--- config.mk ---
export PLATFORM = sky130hd
export DESIGN_NAME = phy_management_access
export DESIGN_NICKNAME = d
export VERILOG_FILES = /design/src/pkg/mgmt_access_pkg.sv /design/src/phy_management_access.sv /design/src/bit_sync.sv
export SDC_FILE = /design/constraint.sdc
export NUM_CORES = 1
export LEC_CHECK = 0
export BUFFER_PORTS_ARGS = -buffer_cell sky130_fd_sc_hd__buf_4
export CAP_MARGIN = 15
export CORE_MARGIN = 4
export CORE_UTILIZATION = 45
export DETAILED_ROUTE_END_ITERATION = 7
export GPL_ROUTABILITY_DRIVEN = 0
export PLACE_DENSITY = 0.68
export SLEW_MARGIN = 0
export SYNTH_ARGS = -nofsm -noshare
export SYNTH_HDL_FRONTEND = slang
export SYNTH_SLANG_ARGS = --single-unit
--- constraint.sdc ---
create_clock -name clk_sys -period 7.7 [get_ports clk_sys]
set_input_delay 0.385 -clock clk_sys [delete_from_list [all_inputs] [get_ports clk_sys]]
set_output_delay 0.385 -clock clk_sys [all_outputs]
set_load 0.02 [all_outputs]
--- src/pkg/mgmt_access_pkg.sv ---
// Functional notes
// (RULE1) Software sets a valid divisor and the port enable before any transfer.
// (RULE2) Each PHY has its own nonzero 5-bit address; zero is broadcast.
// (RULE3) Generated management clock never exceeds 2.5 MHz.
// (RULE4) Software loads write data, then writes control with initiate to write.
// (RULE5) Control write with initiate starts a read; result lands in read-data register.
// (RULE6) PHY address equal to the internal address parameter uses internal lines.
// (RULE7) Direction field 01 means write, 10 means read.
// (RULE8) Ready flag at control bit 7 sets when the transfer finishes.
// (RULE9) Completion also raises the done interrupt.
// (RULE10) Other registers answer normally while a transfer runs.
// (RULE11) A control write during a transfer is stored and started afterwards.
// (RULE12) A finished read's data is valid even with a request queued behind.
// (RULE13) Software leaves write data alone until the running write completes.
// (RULE14) Software checks the control register before using results or restarting.
// (RULE15) Writing one to the clear bit clears the done interrupt; bit self-clears.
// (RULE16) Control fields: PHY 28:24, register 20:16, direction 15:14, initiate 11, ready 7.
// (RULE17) Frame: preamble, start, direction, addresses, turnaround, 16 data; read releases at turnaround.
// (RULE18) With the port disabled no transfer starts and the clock idles; a frame already running still clocks to its last bit.
package mgmt_access_pkg;

   // -------------------------------------------------------------
   // Register map
   // -------------------------------------------------------------
   localparam int          ADDR_W       = 8;
   localparam logic [7:0]  OFS_CONFIG   = 8'h00;
   localparam logic [7:0]  OFS_CONTROL  = 8'h04;
   localparam logic [7:0]  OFS_WR_DATA  = 8'h08;
   localparam logic [7:0]  OFS_RD_DATA  = 8'h0C;
   localparam logic [7:0]  OFS_IRQ_STAT = 8'h10;
   localparam logic [7:0]  OFS_IRQ_CLR  = 8'h14;

   // -------------------------------------------------------------
   // Field positions
   // -------------------------------------------------------------
   localparam int CFG_DIV_LSB   = 0;
   localparam int CFG_DIV_W     = 6;
   localparam int CFG_EN_BIT    = 6;
   localparam int CTRL_PHY_LSB  = 24;
   localparam int CTRL_REG_LSB  = 16;
   localparam int CTRL_OP_LSB   = 14;
   localparam int CTRL_INIT_BIT = 11;
   localparam int CTRL_RDY_BIT  = 7;
   localparam int IRQ_DONE_BIT  = 0;

   // -------------------------------------------------------------
   // Reset values
   // -------------------------------------------------------------
   localparam logic [5:0]  DIV_RST   = 6'h00;
   localparam logic [31:0] CTRL_RST  = 32'h0000_0000;
   localparam logic        READY_RST = 1'b1;

   // -------------------------------------------------------------
   // Frame layout
   // -------------------------------------------------------------
   localparam logic [1:0]  OP_WRITE    = 2'b01;
   localparam logic [1:0]  OP_READ     = 2'b10;
   localparam logic [31:0] PREAMBLE    = 32'hFFFF_FFFF;
   localparam logic [1:0]  START_CODE  = 2'b01;
   localparam logic [1:0]  TA_WRITE    = 2'b10;
   localparam logic [5:0]  LAST_BIT    = 6'd63;
   localparam logic [5:0]  TA_FIRST    = 6'd46;
   localparam logic [5:0]  DATA_FIRST  = 6'd48;

   // -------------------------------------------------------------
   // Timing
   // -------------------------------------------------------------
   localparam int         CLK_HZ       = 20_000_000;
   localparam int         MDC_MAX_HZ   = 2_500_000;
   localparam int         MIN_HALF_INT = (CLK_HZ + 2 * MDC_MAX_HZ - 1) / (2 * MDC_MAX_HZ);
   localparam logic [6:0] MIN_HALF     = 7'(MIN_HALF_INT);

   // -------------------------------------------------------------
   // Types
   // -------------------------------------------------------------
   typedef struct packed {
      logic [7:0]  addr;
      logic [31:0] wdata;
      logic        wr;
      logic        rd;
   } reg_req_t;

   typedef enum logic {ST_IDLE, ST_RUN} xfer_state_t;

endpackage : mgmt_access_pkg

--- src/phy_management_access.sv ---
// The strobed register port and the placing of the registers were left to the implementer.
`timescale 1ns/10ps
module phy_management_access #(
   parameter logic [4:0] INTERNAL_PHY_ADDR = 5'h1F
) (
   input  wire logic                      clk_sys,
   input  wire logic                      rst,
   input  wire mgmt_access_pkg::reg_req_t busReq,
   output logic [31:0]                    busRdData,
   output logic                           irqDone,
   output logic                           mdcExt,
   output logic                           mdioExtOut,
   output logic                           mdioExtOe_n,
   input  wire logic                      mdioExtIn,
   output logic                           mdcInt,
   output logic                           mdioIntOut,
   output logic                           mdioIntOe_n,
   input  wire logic                      mdioIntIn
);

   // -------------------------------------------------------------
   // State
   // -------------------------------------------------------------
   mgmt_access_pkg::xfer_state_t state_reg, state_next;
   logic [5:0]  div_reg,       div_next;
   logic        enable_reg,    enable_next;
   logic [31:0] ctrl_reg,      ctrl_next;
   logic [15:0] wrData_reg,    wrData_next;
   logic [15:0] rdValue_reg,   rdValue_next;
   logic [15:0] rdShift_reg,   rdShift_next;
   logic        ready_reg,     ready_next;
   logic        pend_reg,      pend_next;
   logic        irqPend_reg,   irqPend_next;
   logic [5:0]  bitCnt_reg,    bitCnt_next;
   logic [63:0] shift_reg,     shift_next;
   logic        dirRead_reg,   dirRead_next;
   logic        intSel_reg,    intSel_next;
   logic [6:0]  divCnt_reg,    divCnt_next;
   logic        phase_reg,     phase_next;
   logic [31:0] rdData_next;
   logic        mdcExt_next,   mdcInt_next;
   logic        mdoExt_next,   mdoInt_next;
   logic        oeExtN_next,   oeIntN_next;

   logic        mdiExtSync;
   logic        mdiIntSync;
   logic        mdiSel;
   logic [6:0]  halfLen;
   logic        tick;
   logic        driving;
   logic [1:0]  opField;
   logic [4:0]  phyField;
   logic [4:0]  regField;

   // -------------------------------------------------------------
   // Pin synchronisers
   // -------------------------------------------------------------
   bit_sync #(
      .WIDTH (2)
   ) u_sync (
      .clk_sys (clk_sys),
      .rst     (rst),
      .din     ({mdioExtIn, mdioIntIn}),
      .dout    ({mdiExtSync, mdiIntSync})
   );

   // -------------------------------------------------------------
   // Next-state logic
   // -------------------------------------------------------------
   always_comb begin
      state_next   = state_reg;
      div_next     = div_reg;
      enable_next  = enable_reg;
      ctrl_next    = ctrl_reg;
      wrData_next  = wrData_reg;
      rdValue_next = rdValue_reg;
      rdShift_next = rdShift_reg;
      ready_next   = ready_reg;
      pend_next    = pend_reg;
      irqPend_next = irqPend_reg;
      bitCnt_next  = bitCnt_reg;
      shift_next   = shift_reg;
      dirRead_next = dirRead_reg;
      intSel_next  = intSel_reg;
      phase_next   = phase_reg;
      rdData_next  = 32'h0000_0000;

      opField  = ctrl_reg[mgmt_access_pkg::CTRL_OP_LSB +: 2];       // [RULE16]
      phyField = ctrl_reg[mgmt_access_pkg::CTRL_PHY_LSB +: 5];
      regField = ctrl_reg[mgmt_access_pkg::CTRL_REG_LSB +: 5];
      mdiSel   = intSel_reg ? mdiIntSync : mdiExtSync;

      // Short divisors are stretched so the clock stays within its limit
      if (({1'b0, div_reg} + 7'd1) < mgmt_access_pkg::MIN_HALF) begin // [RULE3]
         halfLen = mgmt_access_pkg::MIN_HALF;
      end else begin
         halfLen = {1'b0, div_reg} + 7'd1;
      end
      tick = (state_reg == mgmt_access_pkg::ST_RUN) && (divCnt_reg == halfLen - 7'd1);
      if ((state_reg == mgmt_access_pkg::ST_RUN) && !tick) begin
         divCnt_next = divCnt_reg + 7'd1;
      end else begin
         divCnt_next = 7'd0;
      end

      // Clear before set, so a completion in the same cycle survives
      if (busReq.wr && (busReq.addr == mgmt_access_pkg::OFS_IRQ_CLR)
          && busReq.wdata[mgmt_access_pkg::IRQ_DONE_BIT]) begin
         irqPend_next = 1'b0;                                       // [RULE15]
      end

      unique case (state_reg)
         mgmt_access_pkg::ST_IDLE: begin
            phase_next = 1'b0;
            if (pend_reg && enable_reg) begin                       // [RULE18] [RULE11]
               pend_next = 1'b0;
               if ((opField == mgmt_access_pkg::OP_WRITE)
                   || (opField == mgmt_access_pkg::OP_READ)) begin   // [RULE7]
                  shift_next   = {mgmt_access_pkg::PREAMBLE, mgmt_access_pkg::START_CODE,
                                  opField, phyField, regField,
                                  mgmt_access_pkg::TA_WRITE, wrData_reg}; // [RULE17] [RULE4]
                  dirRead_next = (opField == mgmt_access_pkg::OP_READ);
                  intSel_next  = (phyField == INTERNAL_PHY_ADDR);     // [RULE6]
                  bitCnt_next  = 6'd0;
                  ready_next   = 1'b0;
                  state_next   = mgmt_access_pkg::ST_RUN;
               end else begin
                  // Undefined direction codes send nothing and set ready, but raise no done interrupt
                  ready_next = 1'b1;
               end
            end
         end
         mgmt_access_pkg::ST_RUN: begin
            if (tick) begin
               if (!phase_reg) begin
                  phase_next = 1'b1;
                  if (dirRead_reg && (bitCnt_reg >= mgmt_access_pkg::DATA_FIRST)) begin
                     rdShift_next = {rdShift_reg[14:0], mdiSel};      // [RULE5]
                  end
               end else begin
                  phase_next = 1'b0;
                  if (bitCnt_reg == mgmt_access_pkg::LAST_BIT) begin
                     state_next   = mgmt_access_pkg::ST_IDLE;
                     ready_next   = 1'b1;                             // [RULE8]
                     irqPend_next = 1'b1;                             // [RULE9]
                     if (dirRead_reg) begin
                        rdValue_next = rdShift_reg;                   // [RULE12]
                     end
                  end else begin
                     bitCnt_next = bitCnt_reg + 6'd1;
                     shift_next  = {shift_reg[62:0], 1'b0};
                  end
               end
            end
         end
      endcase

      // ----------------------------------------------------------
      // Register bus: never stalls, even mid-transfer
      // ----------------------------------------------------------
      if (busReq.wr) begin                                          // [RULE10]
         unique case (busReq.addr)
            mgmt_access_pkg::OFS_CONFIG: begin
               div_next    = busReq.wdata[mgmt_access_pkg::CFG_DIV_LSB +:
                                          mgmt_access_pkg::CFG_DIV_W];
               enable_next = busReq.wdata[mgmt_access_pkg::CFG_EN_BIT];
            end
            mgmt_access_pkg::OFS_CONTROL: begin
               ctrl_next = busReq.wdata;                            // [RULE11]
               if (busReq.wdata[mgmt_access_pkg::CTRL_INIT_BIT]) begin
                  pend_next = 1'b1;
               end
            end
            mgmt_access_pkg::OFS_WR_DATA: begin
               wrData_next = busReq.wdata[15:0];
            end
            default: begin
            end
         endcase
      end
      if (busReq.rd) begin
         unique case (busReq.addr)
            mgmt_access_pkg::OFS_CONFIG: begin
               rdData_next[mgmt_access_pkg::CFG_DIV_LSB +: mgmt_access_pkg::CFG_DIV_W] = div_reg;
               rdData_next[mgmt_access_pkg::CFG_EN_BIT] = enable_reg;
            end
            mgmt_access_pkg::OFS_CONTROL: begin
               rdData_next = ctrl_reg;
               rdData_next[mgmt_access_pkg::CTRL_RDY_BIT] = ready_reg && !pend_reg; // [RULE8]
            end
            mgmt_access_pkg::OFS_WR_DATA: begin
               rdData_next[15:0] = wrData_reg;
            end
            mgmt_access_pkg::OFS_RD_DATA: begin
               rdData_next[15:0] = rdValue_reg;
            end
            mgmt_access_pkg::OFS_IRQ_STAT: begin
               rdData_next[mgmt_access_pkg::IRQ_DONE_BIT] = irqPend_reg;
            end
            default: begin
               rdData_next = 32'h0000_0000;
            end
         endcase
      end

      // ----------------------------------------------------------
      // Pin drive, from the next frame position
      // ----------------------------------------------------------
      driving     = (state_next == mgmt_access_pkg::ST_RUN)
                    && !(dirRead_next && (bitCnt_next >= mgmt_access_pkg::TA_FIRST)); // [RULE17]
      mdcExt_next = phase_next && !intSel_next;                     // [RULE18]
      mdcInt_next = phase_next && intSel_next;
      mdoExt_next = driving ? shift_next[63] : 1'b1;
      mdoInt_next = driving ? shift_next[63] : 1'b1;
      oeExtN_next = !(driving && !intSel_next);
      oeIntN_next = !(driving && intSel_next);
   end

   // -------------------------------------------------------------
   // Registers
   // -------------------------------------------------------------
   always_ff @(posedge clk_sys or posedge rst) begin
      if (rst) begin
         state_reg   <= mgmt_access_pkg::ST_IDLE;
         div_reg     <= mgmt_access_pkg::DIV_RST;
         enable_reg  <= 1'b0;
         ctrl_reg    <= mgmt_access_pkg::CTRL_RST;
         wrData_reg  <= 16'h0000;
         rdValue_reg <= 16'h0000;
         rdShift_reg <= 16'h0000;
         ready_reg   <= mgmt_access_pkg::READY_RST;
         pend_reg    <= 1'b0;
         irqPend_reg <= 1'b0;
         bitCnt_reg  <= 6'd0;
         shift_reg   <= 64'h0000_0000_0000_0000;
         dirRead_reg <= 1'b0;
         intSel_reg  <= 1'b0;
         divCnt_reg  <= 7'd0;
         phase_reg   <= 1'b0;
         busRdData   <= 32'h0000_0000;
         irqDone     <= 1'b0;
         mdcExt      <= 1'b0;
         mdcInt      <= 1'b0;
         mdioExtOut  <= 1'b1;
         mdioIntOut  <= 1'b1;
         mdioExtOe_n <= 1'b1;
         mdioIntOe_n <= 1'b1;
      end else begin
         state_reg   <= state_next;
         div_reg     <= div_next;
         enable_reg  <= enable_next;
         ctrl_reg    <= ctrl_next;
         wrData_reg  <= wrData_next;
         rdValue_reg <= rdValue_next;
         rdShift_reg <= rdShift_next;
         ready_reg   <= ready_next;
         pend_reg    <= pend_next;
         irqPend_reg <= irqPend_next;
         bitCnt_reg  <= bitCnt_next;
         shift_reg   <= shift_next;
         dirRead_reg <= dirRead_next;
         intSel_reg  <= intSel_next;
         divCnt_reg  <= divCnt_next;
         phase_reg   <= phase_next;
         busRdData   <= rdData_next;
         irqDone     <= irqPend_next;                               // [RULE9]
         mdcExt      <= mdcExt_next;
         mdcInt      <= mdcInt_next;
         mdioExtOut  <= mdoExt_next;
         mdioIntOut  <= mdoInt_next;
         mdioExtOe_n <= oeExtN_next;
         mdioIntOe_n <= oeIntN_next;
      end
   end

endmodule : phy_management_access

--- src/bit_sync.sv ---
`timescale 1ns/10ps
module bit_sync #(
   parameter int WIDTH = 1
) (
   input  wire logic             clk_sys,
   input  wire logic             rst,
   input  wire logic [WIDTH-1:0] din,
   output logic      [WIDTH-1:0] dout
);

   // -------------------------------------------------------------
   // Two-stage synchroniser; first stage feeds only the second
   // -------------------------------------------------------------
   logic [WIDTH-1:0] meta_reg;
   logic [WIDTH-1:0] meta_next;
   logic [WIDTH-1:0] out_next;

   always_comb begin
      meta_next = din;
      out_next  = meta_reg;
   end

   always_ff @(posedge clk_sys or posedge rst) begin
      if (rst) begin
         meta_reg <= '1;
         dout     <= '1;
      end else begin
         meta_reg <= meta_next;
         dout     <= out_next;
      end
   end

endmodule : bit_sync

==> reports/results.tsv <==
metric	value	unit
status	complete, no violations	
crit start category	register	
Core Footprint	19700	µm²
slowest cell on the critical path	nand4_1	
first-pass GRT wire length	31.3	mm
CTS tree	yes	
Largest register FFs	64	
Total GRT Usage	17.0	%
ratio of cells with drive above 1 in the final layout	29.4	%
Synth Register Bits	211	
FMAX	200	MHz
Critical Path AT	5.38	ns
Die Wd	150	µm
Detail Route Antenna Nets	0	
minimum clock period	5.00	ns
CP Buf/Inv Count	1	
reg2reg setup slack	2.70	ns
CTS root buffer	clkbuf_16	
drt wl/cell	16.7	µm
Slew @ Worst Pin	1.00	ns
FFs w/ async S/R, synth	100	%
fin worst setup slack	2.70	ns
drt initial violations	365	
Total Power	2.30	mW
Port-buffer cells	84	
vias in the first global route	6036	
CP Max Fanout	16	
largest area contributor in the netlist	dfrtp_1	
Die Y	150	µm
max-slew violations	0	
worst reg2reg path depth	16	
Post-Syn Instances	773	
worst rel slew slack	33.0	%
latest clock arrival within the worst-skew pair	0.50	ns
initial antenna violation count	0	
Pleak	5.37	nW
dpl ws	2.73	ns
CP most frequent cell	ha_1	
post-route cell area	10700	µm²
CP peak stage delay	0.71	ns
Fin. Hold Viols	0	
area share of the largest cell type after synthesis	55.8	%
cell area after synthesis	9100	µm²
final net count	903	
max cap viols	0	
maximum vdd drop	0.159	mV
Row Count	51	
EDFF count, synth	0	
TritonRoute pass-1 iters	5	
vias	5982	
final setup skew	0.0103	ns
CP Capture Type	register	
crit path cell chain	ha_1 > nand2_1 > a21oi_2 > o21a_4 > nand2b_1 > ha_1 > nor4b_1 > a41oi_1 > o21a_1 > nor4_4 > and3_1 > nand2_1 > inv_1 > ha_1 > nand4_1 > mux2_2	
Clock Tree Buf Depth	3	
register area share after synthesis	58.1	%
Mapped Avg Cell Area	11.8	µm²
DR vias/cell	5.29	
delay-heaviest family, CP	simple AND/OR/NAND/NOR gates	
final clock period utilization by the worst path	64.9	%
Sinks on Clock Net	211	
Routed WL	18.9	mm
Post-DP HPWL	12.2	mm
required time worst endpoint	8.08	ns
die area	22600	µm²
Initial Util	46.3	%
Crit Path Class	reg -> reg	
area grow syn2layout	17.4	%
setup violators final	0	
I/O pin count	85	
CTS Buf Count	23	
FF-to-FF End	rdValue_reg[1]	
Main synth FF type	dfrtp_1	
Remaining DRCs	0	
RR Startpoint	div_reg[0]	
setup TNS	0	ns
Synth area leaders	dfrtp_1 56%, mux2_2 11%, nand2_1 6.1%	
cts repair resizes	0	
Area after DPL	9900	µm²
Worst Hold Class	in -> async	
PD cells	216	nW/µm²
grt total ovfl	0	
H-tree Lvls	1	
fin util	54.4	%
Syn. warnings	0	
largest net degree at the start of global routing	149	
Distinct cells, synth	58	
clk slew on worst S/H paths	0.06	ns
RSZ-0062 raised after global routing	false	
Synthesized Nets	827	
## layer usage
| metal | track usage [%] | part of all wire, % | vias to the layer above |
|---|---|---|---|
| met1 | 24.2 | 45 | 3001 |
| met3 | 2.71 | 4.3 | 31 |
| li1 | - | - | 2832 |
| met2 | 27.5 | 48 | 118 |
| met4 | 4.57 | 2.5 | 0 |
| met5 | 0 | 0 | - |
## cell usage after synthesis (9+ instances only)
cell type	n
a22oi_1	33
and2_1	23
clkbuf_1	23
dfrtp_1	203
inv_1	9
mux2_2	87
nand2_1	147
nand3_1	43
nor2_1	31
nor2b_1	11
o21ai_0	10
xnor2_1	9
## power by group
part	switching [mW]	internal [mW]	total [mW]
sequential	0.0155	1.13	1.14
combinational	0.0609	0.0510	0.112
clock	0.424	0.626	1.05
## worst max-delay path by stage
stage,from,to,cells past startpoint
after floorplan,rst,bitCnt_reg[0],1
after global placement,div_reg[0],rdValue_reg[11],16
after detailed placement,div_reg[0],rdValue_reg[1],16
after CTS,div_reg[0],rdValue_reg[15],16
after global routing,div_reg[0],rdValue_reg[15],16
final,div_reg[0],rdValue_reg[1],16
## metrics by stage
| step | hold slack, ns | instances |
|---|---|---|
| 6_report | 0.101 | 1131 |
| 5_1_grt | 0.0982 | 1130 |
| 4_1_cts | 0.0956 | 1128 |
| 3_5_place_dp | 0.347 | 1085 |
| 3_3_place_gp | 0.346 | 1085 |
| 2_1_floorplan | 0.345 | 773 |
## repair_timing
item,CTS,global route
hold endpoints to repair,2,0
hold buffers,2,0
setup buffers,0,0
## layout by cell type (no fill, tap or decap), types with 9 or more instances in the layout
master       n
dfrtp_1    203
nand2_1    147
buf_4       92
mux2_2      87
nand3_1     43
a22oi_1     33
nor2_1      31
and2_1      23
clkbuf_16   23
nor2b_1     11
o21ai_0     10
xnor2_1      9
## cell type report
cell class | count | area (µm²)
Multi-Input combinational cell | 508 | 3550
Antenna cell | 1 | 2.50
Clock inverter | 6 | 37.5
Timing Repair Buffer | 96 | 737
Tap cell | 265 | 332
Inverter | 9 | 41.3
Fill cell | 1721 | 8960
Clock buffer | 35 | 701
Sequential cell | 211 | 5290
## logic make-up after synthesis
kind of cell	synth area share, %
AOI/OAI and AO/OA	6.02
buffers and inverters	3.01
adders and majority gates	1.10
xor gates and xnor gates	1.54
and+or+nand+nor	16.0
DFF	58.1
muxes	14.3
No activity file was read; power rests on OpenSTA's default activity.
